===== src/hw/lscc_map.vh =====
`ifndef LSCC_MAP_VH
`define LSCC_MAP_VH

// Register pointer values.
`define LSCC_PTR_W 8
`define LSCC_PTR_CFG 8'h0a
`define LSCC_PTR_IRQ 8'h0b
`define LSCC_REG_W 16

// Reset values.
`define LSCC_CFG_RST 16'h3208
`define LSCC_IRQ_RST 16'h8011

// Fields of the sensor configuration register.
`define LSCC_CFG_QUICK_WAKE 15
`define LSCC_CFG_FS_HI 13
`define LSCC_CFG_FS_LO 10
`define LSCC_CFG_TP_HI 9
`define LSCC_CFG_TP_LO 6
`define LSCC_CFG_OP_HI 5
`define LSCC_CFG_OP_LO 4
`define LSCC_CFG_LATCH 3
`define LSCC_CFG_POL 2
`define LSCC_CFG_PC_HI 1
`define LSCC_CFG_PC_LO 0

// Fields of the interrupt and burst configuration register.
`define LSCC_IRQ_DIR 4
`define LSCC_IRQ_EV_HI 3
`define LSCC_IRQ_EV_LO 2
`define LSCC_IRQ_BURST 0

// Encodings.
`define LSCC_FS_AUTO 4'hc
`define LSCC_FS_MAX 4'h8
`define LSCC_TP_MAX 4'hb
`define LSCC_OP_DOWN 2'h0
`define LSCC_OP_FORCED 2'h1
`define LSCC_OP_ONESHOT 2'h2
`define LSCC_OP_CONT 2'h3
`define LSCC_EV_ALERT 2'h0
`define LSCC_EV_EVERY 2'h1
`define LSCC_EV_BAD 2'h2
`define LSCC_EV_FOURTH 2'h3
`define LSCC_EV_GROUP 2'h3

// Comparison value width and persistence counter width.
`define LSCC_VAL_W 20
`define LSCC_PC_W 4

// Serial bus constants.
`define LSCC_DEV_ADDR 7'h44
`define LSCC_BIT_LAST 4'h8

// Interrupt pulse width: time in ns and cycles at 50 MHz (rounded down).
`define LSCC_CLK_NS 20
`define LSCC_IRQ_PULSE_NS 1000
`define LSCC_IRQ_PULSE_CYC (`LSCC_IRQ_PULSE_NS / `LSCC_CLK_NS)
`define LSCC_PULSE_W 6

`endif


===== src/hw/lscc_top.v =====
`timescale 1ns/1ps
`default_nettype none
`include "lscc_map.vh"

// Summary of operation
// - Quick wake keeps circuits powered in standby, only in one-shot states.
// - Full-scale code 0..8 picks a doubling range; code 12 is auto-range.
// - Period code 0..11 selects 600us up to 800ms conversion time.
// - Operating state: power-down, forced auto one-shot, one-shot, continuous.
// - Report style bit picks latched or transparent threshold reporting; resets to 1.
// - Polarity bit makes the interrupt pin active low or active high.
// - Persistence code needs 1, 2, 4 or 8 consecutive faults.
// - Event select: alert, every conversion, every fourth conversion; code 2 invalid.
// - With burst set, the read pointer advances by one after each register read.
// - Above-limit flag sets after enough consecutive results over the high threshold.
// - Below-limit flag sets after enough consecutive results under the low threshold.
module lscc_top (
    input wire sys_clk,
    input wire rst_b,
    input wire scl_in,
    input wire sda_in,
    output wire sda_out,
    output wire sda_oe,
    input wire irq_in,
    output reg irq_out,
    output wire irq_oe,
    input wire conv_done,
    input wire [`LSCC_VAL_W-1:0] result_value,
    input wire [`LSCC_VAL_W-1:0] thresh_high,
    input wire [`LSCC_VAL_W-1:0] thresh_low,
    input wire flag_clear,
    input wire [`LSCC_REG_W-1:0] ext_rd_data,
    output wire [`LSCC_PTR_W-1:0] reg_pointer,
    output reg ext_rd_strobe,
    output reg ext_wr_strobe,
    output wire [`LSCC_REG_W-1:0] ext_wr_data,
    output wire [3:0] full_scale_select,
    output wire auto_range,
    output wire [3:0] integration_period_sel,
    output wire [1:0] op_state_select,
    output reg conv_start,
    output wire standby_keep_powered,
    output wire flag_high,
    output wire flag_low
);

    localparam ST_IDLE = 3'h0;
    localparam ST_ADDR = 3'h1;
    localparam ST_PTR = 3'h2;
    localparam ST_WDATA = 3'h3;
    localparam ST_ACK = 3'h4;
    localparam ST_RD = 3'h5;
    localparam ST_MACK = 3'h6;
    localparam integer PULSE_CYC = `LSCC_IRQ_PULSE_CYC;

    reg rst_m_q;
    reg rst_n_q;
    reg scl_m_q, scl_s_q, scl_p_q;
    reg sda_m_q, sda_s_q, sda_p_q;
    reg irq_m_q, irq_s_q, irq_p_q;
    reg [`LSCC_REG_W-1:0] cfg_q;
    reg [`LSCC_REG_W-1:0] irqc_q;
    reg [`LSCC_PTR_W-1:0] ptr_q;
    reg [2:0] st_q;
    reg [2:0] next_q;
    reg [3:0] bit_q;
    reg [7:0] sh_q;
    reg [7:0] msb_q;
    reg lsb_phase_q;
    reg sda_drive_q;
    reg [`LSCC_REG_W-1:0] wdata_q;
    reg [1:0] conv_cnt_q;
    reg [`LSCC_PULSE_W-1:0] pulse_q;
    wire rst_n;
    wire scl_rise, scl_fall, start_cond, stop_cond;
    wire [`LSCC_REG_W-1:0] rd_word;
    wire [7:0] byte_in;
    wire status_high, status_low;
    wire [1:0] irq_event;
    wire one_shot_state, new_one_shot;
    wire trig_level, trig_edge;
    reg irq_active;

    assign rst_n = rst_n_q;

    always @(posedge sys_clk or negedge rst_b) begin
        if (!rst_b) begin
            rst_m_q <= 1'b0;
            rst_n_q <= 1'b0;
        end else begin
            rst_m_q <= 1'b1;
            rst_n_q <= rst_m_q;
        end
    end

    // Pins pass two flip-flops; the third stage only feeds the edge detectors.
    always @(posedge sys_clk or negedge rst_n) begin
        if (!rst_n) begin
            scl_m_q <= 1'b1;
            scl_s_q <= 1'b1;
            scl_p_q <= 1'b1;
            sda_m_q <= 1'b1;
            sda_s_q <= 1'b1;
            sda_p_q <= 1'b1;
            irq_m_q <= 1'b1;
            irq_s_q <= 1'b1;
            irq_p_q <= 1'b1;
        end else begin
            scl_m_q <= scl_in;
            scl_s_q <= scl_m_q;
            scl_p_q <= scl_s_q;
            sda_m_q <= sda_in;
            sda_s_q <= sda_m_q;
            sda_p_q <= sda_s_q;
            irq_m_q <= irq_in;
            irq_s_q <= irq_m_q;
            irq_p_q <= irq_s_q;
        end
    end

    assign scl_rise = scl_s_q && !scl_p_q;
    assign scl_fall = !scl_s_q && scl_p_q;
    assign start_cond = scl_s_q && scl_p_q && !sda_s_q && sda_p_q;
    assign stop_cond = scl_s_q && scl_p_q && sda_s_q && !sda_p_q;
    assign byte_in = sh_q;

    assign rd_word = (ptr_q == `LSCC_PTR_CFG) ? cfg_q :
                     (ptr_q == `LSCC_PTR_IRQ) ? irqc_q : ext_rd_data;

    // Reserved bits are stored as written; keeping them legal is the host's job.
    assign reg_pointer = ptr_q;
    assign ext_wr_data = wdata_q;
    assign sda_out = 1'b0;
    assign sda_oe = sda_drive_q;

    always @(posedge sys_clk or negedge rst_n) begin
        if (!rst_n) begin
            st_q <= ST_IDLE;
            next_q <= ST_IDLE;
            bit_q <= 4'h0;
            sh_q <= 8'h00;
            msb_q <= 8'h00;
            lsb_phase_q <= 1'b0;
            sda_drive_q <= 1'b0;
            ptr_q <= {`LSCC_PTR_W{1'b0}};
            cfg_q <= `LSCC_CFG_RST;
            irqc_q <= `LSCC_IRQ_RST;
            wdata_q <= {`LSCC_REG_W{1'b0}};
            ext_rd_strobe <= 1'b0;
            ext_wr_strobe <= 1'b0;
        end else begin
            ext_rd_strobe <= 1'b0;
            ext_wr_strobe <= 1'b0;
            if (start_cond) begin
                st_q <= ST_ADDR;
                bit_q <= 4'h0;
                lsb_phase_q <= 1'b0;
                sda_drive_q <= 1'b0;
            end else if (stop_cond) begin
                st_q <= ST_IDLE;
                sda_drive_q <= 1'b0;
            end else begin
                case (st_q)
                    ST_ADDR, ST_PTR, ST_WDATA: begin
                        if (scl_rise && bit_q != `LSCC_BIT_LAST) begin
                            sh_q <= {sh_q[6:0], sda_s_q};
                            bit_q <= bit_q + 4'h1;
                        end else if (scl_fall && bit_q == `LSCC_BIT_LAST) begin
                            bit_q <= 4'h0;
                            if (st_q == ST_ADDR) begin
                                if (byte_in[7:1] == `LSCC_DEV_ADDR) begin
                                    sda_drive_q <= 1'b1;
                                    lsb_phase_q <= 1'b0;
                                    next_q <= byte_in[0] ? ST_RD : ST_PTR;
                                    st_q <= ST_ACK;
                                end else begin
                                    st_q <= ST_IDLE;
                                end
                            end else if (st_q == ST_PTR) begin
                                ptr_q <= byte_in;
                                sda_drive_q <= 1'b1;
                                next_q <= ST_WDATA;
                                st_q <= ST_ACK;
                            end else begin
                                sda_drive_q <= 1'b1;
                                next_q <= ST_WDATA;
                                st_q <= ST_ACK;
                                lsb_phase_q <= !lsb_phase_q;
                                if (!lsb_phase_q) begin
                                    msb_q <= byte_in;
                                end else if (ptr_q == `LSCC_PTR_CFG) begin
                                    cfg_q <= {msb_q, byte_in};
                                end else if (ptr_q == `LSCC_PTR_IRQ) begin
                                    irqc_q <= {msb_q, byte_in};
                                end else begin
                                    wdata_q <= {msb_q, byte_in};
                                    ext_wr_strobe <= 1'b1;
                                end
                            end
                        end
                    end
                    ST_ACK: begin
                        if (scl_fall) begin
                            st_q <= next_q;
                            bit_q <= 4'h0;
                            if (next_q == ST_RD) begin
                                sh_q <= lsb_phase_q ? rd_word[7:0] : rd_word[15:8];
                                sda_drive_q <= lsb_phase_q ? !rd_word[7] : !rd_word[15];
                            end else begin
                                sda_drive_q <= 1'b0;
                            end
                        end
                    end
                    ST_RD: begin
                        if (scl_fall) begin
                            if (bit_q == 4'h7) begin
                                sda_drive_q <= 1'b0;
                                st_q <= ST_MACK;
                                bit_q <= 4'h0;
                                if (lsb_phase_q) begin
                                    ext_rd_strobe <= 1'b1;
                                    if (irqc_q[`LSCC_IRQ_BURST]) begin
                                        ptr_q <= ptr_q + 8'h01;
                                    end
                                end
                                lsb_phase_q <= !lsb_phase_q;
                            end else begin
                                sh_q <= {sh_q[6:0], 1'b0};
                                sda_drive_q <= !sh_q[6];
                                bit_q <= bit_q + 4'h1;
                            end
                        end
                    end
                    ST_MACK: begin
                        if (scl_rise) begin
                            next_q <= sda_s_q ? ST_IDLE : ST_RD;
                        end else if (scl_fall) begin
                            st_q <= (next_q == ST_RD) ? ST_RD : ST_IDLE;
                            bit_q <= 4'h0;
                            if (next_q == ST_RD) begin
                                sh_q <= lsb_phase_q ? rd_word[7:0] : rd_word[15:8];
                                sda_drive_q <= lsb_phase_q ? !rd_word[7] : !rd_word[15];
                            end
                        end
                    end
                    default: begin
                        st_q <= ST_IDLE;
                        sda_drive_q <= 1'b0;
                    end
                endcase
            end
        end
    end

    assign full_scale_select = cfg_q[`LSCC_CFG_FS_HI:`LSCC_CFG_FS_LO];
    assign integration_period_sel = cfg_q[`LSCC_CFG_TP_HI:`LSCC_CFG_TP_LO];
    assign op_state_select = cfg_q[`LSCC_CFG_OP_HI:`LSCC_CFG_OP_LO];
    assign one_shot_state = (op_state_select == `LSCC_OP_FORCED) ||
                            (op_state_select == `LSCC_OP_ONESHOT);
    // The forced one-shot state overrides a fixed range choice.
    assign auto_range = (full_scale_select == `LSCC_FS_AUTO) ||
                        (op_state_select == `LSCC_OP_FORCED);
    assign standby_keep_powered = cfg_q[`LSCC_CFG_QUICK_WAKE] && one_shot_state;
    assign irq_event = irqc_q[`LSCC_IRQ_EV_HI:`LSCC_IRQ_EV_LO];
    assign irq_oe = irqc_q[`LSCC_IRQ_DIR];

    // As an input the pin is read at the programmed active level.
    assign trig_level = irq_s_q ~^ cfg_q[`LSCC_CFG_POL];
    assign trig_edge = trig_level && !(irq_p_q ~^ cfg_q[`LSCC_CFG_POL]);

    // A one-shot starts on a trigger at the pin or on a configuration write selecting one.
    // The written byte is decoded, since the register itself changes on this same edge.
    assign new_one_shot = (byte_in[`LSCC_CFG_OP_HI:`LSCC_CFG_OP_LO] == `LSCC_OP_FORCED) ||
                          (byte_in[`LSCC_CFG_OP_HI:`LSCC_CFG_OP_LO] == `LSCC_OP_ONESHOT);
    always @(posedge sys_clk or negedge rst_n) begin
        if (!rst_n) begin
            conv_start <= 1'b0;
        end else begin
            conv_start <= (one_shot_state && !irq_oe && trig_edge) ||
                          (scl_fall && st_q == ST_WDATA && bit_q == `LSCC_BIT_LAST &&
                           lsb_phase_q && ptr_q == `LSCC_PTR_CFG && new_one_shot);
        end
    end

    lscc_persist u_persist (
        .sys_clk(sys_clk),
        .rst_n(rst_n),
        .sample(conv_done),
        .above(result_value > thresh_high),
        .below(result_value < thresh_low),
        .count_code(cfg_q[`LSCC_CFG_PC_HI:`LSCC_CFG_PC_LO]),
        .flag_clear(flag_clear),
        .flag_high_q(flag_high),
        .flag_low_q(flag_low),
        .status_high(status_high),
        .status_low(status_low)
    );

    // Conversion-driven pulses are fixed width so a slow host can still see them.
    always @(posedge sys_clk or negedge rst_n) begin
        if (!rst_n) begin
            conv_cnt_q <= 2'h0;
            pulse_q <= {`LSCC_PULSE_W{1'b0}};
        end else begin
            if (conv_done) begin
                conv_cnt_q <= conv_cnt_q + 2'h1;
            end
            if (conv_done && (irq_event == `LSCC_EV_EVERY ||
                (irq_event == `LSCC_EV_FOURTH && conv_cnt_q == `LSCC_EV_GROUP))) begin
                pulse_q <= PULSE_CYC[`LSCC_PULSE_W-1:0];
            end else if (pulse_q != {`LSCC_PULSE_W{1'b0}}) begin
                pulse_q <= pulse_q - 1'b1;
            end
        end
    end

    always @* begin
        case (irq_event)
            `LSCC_EV_ALERT: begin
                irq_active = cfg_q[`LSCC_CFG_LATCH] ? (flag_high || flag_low) :
                             (status_high || status_low);
            end
            `LSCC_EV_EVERY, `LSCC_EV_FOURTH: begin
                irq_active = (pulse_q != {`LSCC_PULSE_W{1'b0}});
            end
            default: begin
                irq_active = 1'b0;
            end
        endcase
    end

    always @(posedge sys_clk or negedge rst_n) begin
        if (!rst_n) begin
            irq_out <= 1'b1;
        end else begin
            irq_out <= cfg_q[`LSCC_CFG_POL] ? irq_active : !irq_active;
        end
    end

endmodule

`default_nettype wire


===== src/hw/lscc_persist.v =====
`timescale 1ns/1ps
`default_nettype none
`include "lscc_map.vh"

module lscc_persist (
    input wire sys_clk,
    input wire rst_n,
    input wire sample,
    input wire above,
    input wire below,
    input wire [1:0] count_code,
    input wire flag_clear,
    output reg flag_high_q,
    output reg flag_low_q,
    output wire status_high,
    output wire status_low
);

    reg [`LSCC_PC_W-1:0] run_high_q;
    reg [`LSCC_PC_W-1:0] run_low_q;
    wire [`LSCC_PC_W-1:0] need;
    wire [`LSCC_PC_W-1:0] run_high_d;
    wire [`LSCC_PC_W-1:0] run_low_d;

    // Codes 0..3 need 1, 2, 4 and 8 consecutive faults.
    assign need = {{(`LSCC_PC_W-1){1'b0}}, 1'b1} << count_code;

    // Runs saturate at the required count so a long fault never wraps.
    assign run_high_d = !above ? {`LSCC_PC_W{1'b0}} :
                        (run_high_q >= need) ? need : run_high_q + 1'b1;
    assign run_low_d = !below ? {`LSCC_PC_W{1'b0}} :
                       (run_low_q >= need) ? need : run_low_q + 1'b1;

    assign status_high = (run_high_q >= need);
    assign status_low = (run_low_q >= need);

    always @(posedge sys_clk or negedge rst_n) begin
        if (!rst_n) begin
            run_high_q <= {`LSCC_PC_W{1'b0}};
            run_low_q <= {`LSCC_PC_W{1'b0}};
            flag_high_q <= 1'b0;
            flag_low_q <= 1'b0;
        end else begin
            if (sample) begin
                run_high_q <= run_high_d;
                run_low_q <= run_low_d;
            end
            // A new hit in the clearing cycle keeps the flag set.
            if (sample && above && run_high_d >= need) begin
                flag_high_q <= 1'b1;
            end else if (flag_clear) begin
                flag_high_q <= 1'b0;
            end
            if (sample && below && run_low_d >= need) begin
                flag_low_q <= 1'b1;
            end else if (flag_clear) begin
                flag_low_q <= 1'b0;
            end
        end
    end

endmodule

`default_nettype wire


===== config.mk =====
export PLATFORM = sky130hd
export DESIGN_NAME = lscc_top
export DESIGN_NICKNAME = d
export VERILOG_FILES = /design/src/hw/lscc_top.v /design/src/hw/lscc_persist.v
export VERILOG_INCLUDE_DIRS = /design/src /design/src/hw
export SDC_FILE = /design/constraint.sdc
export NUM_CORES = 1
export LEC_CHECK = 0
export ABC_AREA = 1
export BUFFER_PORTS_ARGS = -buffer_cell sky130_fd_sc_hd__clkbuf_2
export CAP_MARGIN = 30
export CORE_ASPECT_RATIO = 0.7
export CORE_MARGIN = 8
export CORE_UTILIZATION = 24
export CTS_CLUSTER_DIAMETER = 30
export DETAILED_ROUTE_END_ITERATION = 12
export GPL_TIMING_DRIVEN = 0
export HOLD_SLACK_MARGIN = 0.08
export PLACE_DENSITY = 0.51
export SLEW_MARGIN = 20
export SYNTH_ARGS = -nofsm -noshare
export SYNTH_HDL_FRONTEND = slang
export SYNTH_HIERARCHICAL = 1
export SYNTH_SLANG_ARGS = --single-unit

===== constraint.sdc =====
create_clock -name sys_clk -period 9.8 [get_ports sys_clk]
set_clock_uncertainty 0.2 [all_clocks]
set_input_delay 1.96 -clock sys_clk [delete_from_list [all_inputs] [get_ports sys_clk]]
set_output_delay 1.96 -clock sys_clk [all_outputs]
set_load 0.02 [all_outputs]

==> results.rst <==
.. list-table::
   :header-rows: 1

   * - Metric
     - Value
   * - Maximum root-to-sink buffer count
     - 2
   * - Met3 routed wirelength
     - 1.412 mm
   * - Ratio of cells with drive above 1 in the final layout
     - 20.88%
   * - Library cell occupying the most area in the post-synthesis netlist
     - dfrtp_1
   * - Crit path largest cell delay
     - 0.50 ns
   * - TritonCTS Sinks
     - 117
   * - Die width
     - 227.4 µm
   * - PortBufs
     - 126
   * - Floorplan core area
     - 0.03094 mm²
   * - Floorplan row count
     - 54
   * - Area fraction of the dominant cell type after synthesis
     - 33.33%
   * - Clock tree from TritonCTS
     - built
   * - Chain of cells forming the critical path
     - clkbuf_2, ha_1, nand2_1, inv_1, nand3_1, inv_1, a21oi_1, nand2_1, a21oi_1, inv_1, nor2_1, ha_1, inv_1, nor2_1, o211ai_1, nand3_1, nand3_1, nand2_1
   * - Top-level I/O count
     - 128
   * - DRC violation count after routing
     - 0
   * - Net Count, Synth
     - 1140
   * - Cts hold-fix bufs
     - 1
   * - Maximum fanout along the worst path
     - 7
   * - Number of enable-type register cells in the synthesized netlist
     - 0
   * - Highest attainable clock frequency
     - 0.2270 GHz
   * - WL met1
     - 12.08 mm
   * - Total iterations of the first detailed-routing run
     - 5
   * - Post-Synthesis Mean Instance Area
     - 7.560 µm²
   * - Number of failing hold endpoints at the final stage
     - 0
   * - Die Area
     - 0.03729 mm²
   * - Final clock period utilization by the worst path
     - 44.95%
   * - Outcome
     - finished, final reports clean
   * - Top cells by count, synth
     - 206 x nand2_1, 138 x inv_1, 100 x dfrtp_1
   * - Wire length of the first global-routing pass
     - 37.64 mm
   * - Top cells by area, synth
     - dfrtp_1 33%, ha_1 11%, nand2_1 10%
   * - Setup TNS
     - 0 ns
   * - Layout Utilization
     - 30.13%
   * - Required arrival time at the worst endpoint
     - 9.90 ns
   * - Number of antenna cells inserted
     - 0
   * - Clock insertion delay at the later pin of the skew report
     - 0.42 ns
   * - Max Used Layer
     - met4
   * - Detail Route Antenna Nets
     - 0
   * - Initial cell density of the core
     - 24.26%
   * - Root buffer selected by CTS
     - clkbuf_16
   * - Most repeated library cell on the critical path
     - inv_1
   * - Half-perimeter wire length after detailed placement
     - 18.37 mm
   * - Final Critical Period
     - 4.406 ns
   * - PwrDens
     - 190.2 mW/mm²
   * - Share of synthesized flip-flops with an asynchronous set or reset
     - 100.0%
   * - Average wire per cell in the routed design
     - 14.73 µm
   * - Hold_ws
     - 0.1555 ns
   * - Dominant synthesized flop cell
     - dfrtp_1
   * - Sequential fraction of the synthesis area
     - 39.28%
   * - Cell count after synthesis
     - 993
   * - Standby leakage power
     - 4.955 nW
   * - Number of slew-limit violations in the final report
     - 0
   * - Kind of cell adding the most delay to the critical path
     - compound AO/OA/AOI/OAI gates
   * - CTS resizes
     - 0
   * - Post-synthesis sequential element count
     - 117
   * - Setup repair after global routing missed its margin
     - no
   * - Iter 0 DRT Violations
     - 541
   * - Worst min-delay path class
     - flop to flop
   * - CTS buffer count
     - 17
   * - H-tree level count
     - 4
   * - Total Routed Length
     - 23.18 mm
   * - Most common cell in the netlist
     - nand2_1
   * - Worst VDD drop
     - 0.0001299 V
   * - Warnings from Yosys
     - 6
   * - Tightest Pin Transition
     - 0.6257 ns
   * - Final-report setup violation count
     - 0
   * - Die Height
     - 164.0 µm
   * - Clock transition at path regs
     - 0.06 ns
   * - Headroom to the max-slew limit
     - 58.29%
   * - Max-capacitance violation count
     - 0
   * - Antenna violations before repair
     - 0
   * - Kind of capture point of the worst setup path
     - flop
   * - Amount of wire on met2 after detailed routing
     - 9.489 mm
   * - Vias in the first global route
     - 7026
   * - Worst Setup Start Kind
     - primary input
   * - GPL Wtd Cong
     - 0.8557
   * - WS Path Type
     - primary input to flop
   * - Routed via count
     - 7118
   * - Largest net degree at the start of global routing
     - 53
   * - Net total in the final layout
     - 1288
   * - Unique cell type count in the Yosys netlist
     - 47
   * - Data arrival at the endpoint of the critical path
     - 4.51 ns
   * - GRT Residual Overflow
     - 0
   * - Area added between synthesis and finish
     - 24.20%
   * - Global-route total usage across every layer
     - 12.64%
   * - Number of vias per cell
     - 4.522
   * - Mapped cell area
     - 0.007507 mm²
   * - Number of buffers inserted to repair setup after CTS
     - 0
   * - CP max stage cell
     - a21oi_1
   * - Buf+Inv Stages, Crit Path
     - 5
worst register-to-register path: stages, from the launching register on:
cell	delay (ns)
dfrtp_1	0.43
nor2_1	0.35
ha_1	0.31
inv_1	0.05
nand2_1	0.05
nand2_1	0.07
nand2_2	0.06
nand2_4	0.09
nand2_4	0.08
nand2_2	0.07
nand2_1	0.05
nor2_1	0.12
ha_1	0.26
inv_1	0.06
nor2_1	0.04
o211ai_1	0.16
nand3_1	0.10
nand3_1	0.08
nand2_1	0.05
path summary, 6_finish.rpt:
kind / from / end / slack, ns / depth (start not counted)
hold reg to reg: scl_m_q$_DFF_PN1_ / scl_s_q$_DFF_PN1_ / 0.16 / 0
max in group asynchronous: rst_b / rst_n$_DFF_PN0_ / 8.18 / 1
hold / removal: scl_m_q$_DFF_PN1_ / scl_s_q$_DFF_PN1_ / 0.16 / 0
min in group asynchronous: rst_n$_DFF_PN0_ / sda_m_q$_DFF_PN1_ / 0.18 / 0
setup reg to reg: cfg_q[1]$_DFFE_PN0P_ / u_persist/flag_high_q$_DFFE_PN0P_ / 7.02 / 18
setup / recovery: result_value[19] / u_persist/flag_low_q$_DFFE_PN0P_ / 5.39 / 18
cells by family (layout without fill, tap and decap cells):
kind of cell             Yosys count  in the layout  share of synthesized area, %
AO/OA/AOI/OAI                    182            182                         13.35
XOR/XNOR                           5              5                        0.5834
adder cells (fa/ha/maj)           64             64                         10.67
buffers and inverters            179            340                         9.733
flip-flops                       117            117                         39.28
other                              2              2                        0.1000
AND/OR/NAND/NOR                  444            444                         26.28
power breakdown:
part	switching, W	leakage [nW]	internal [W]	total (W)
Clock	0.000245	0.279	0.000383	0.000628
Combinational	0.000313	3.35	0.000179	0.000492
Sequential	0.0000965	1.33	0.000557	0.000654
layout by cell type, fill, tap and decap left out, drive strengths merged:
cell type,count
a211oi,1
a21boi,1
a21o,2
a21oi,83
a31oi,3
a32oi,1
a41o,1
buf,25
bufinv,2
clkbuf,152
clkinv,6
clkinvlp,4
conb,2
dfrtp,100
dfstp,17
dlygate4sd3,1
ha,64
inv,150
nand2,222
nand3,75
nand3b,1
nand4,27
nor2,102
nor3,12
nor4,2
o211ai,7
o21a,2
o21ai,74
o22ai,2
o31ai,4
o41ai,1
or2,3
xnor2,2
xor2,3
cell type report:
cell class	count	area, µm²
timing repair buffer	129	695.7
inverter	148	555.5
multi-input combinational	697	3827
fill	3418	21620
sequential	117	2953
tap	420	525.5
buffer	31	175.2
clock buffer	18	439.2
clock inverter	14	152.6
layer usage:
metal | GRT usage, % | vias to the layer above
li1 | - | 3558
met2 | 18.00 | 177
met1 | 19.16 | 3365
met4 | 2.444 | 0
met5 | 0 | -
met3 | 2.801 | 18
sequential cells by signal (all words and copies together), names as in the netlist, 2 cells and up:
signal	cells
bit_q	4
next_q	3
msb_q	8
cfg_q	16
byte_in	8
u_persist/run_low_q	4
conv_cnt_q	2
pulse_q	6
irqc_q	16
reg_pointer	8
u_persist/run_high_q	4
st_q	3
ext_wr_data	16
per-stage QoR:
stage                     setup WS (ns)  power (W)  instances  cell area (µm²)
final                             5.394   0.001773       1574             9324
after floorplan                   5.604  0.0009757        993             7507
after global routing              5.115   0.001893       1574             9324
after CTS                         5.390   0.001785       1574             9324
after global placement            4.351   0.001134       1539             8663
after detailed placement          4.966   0.001149       1541             8722
Note: power is estimated with default switching activity, not from simulation.
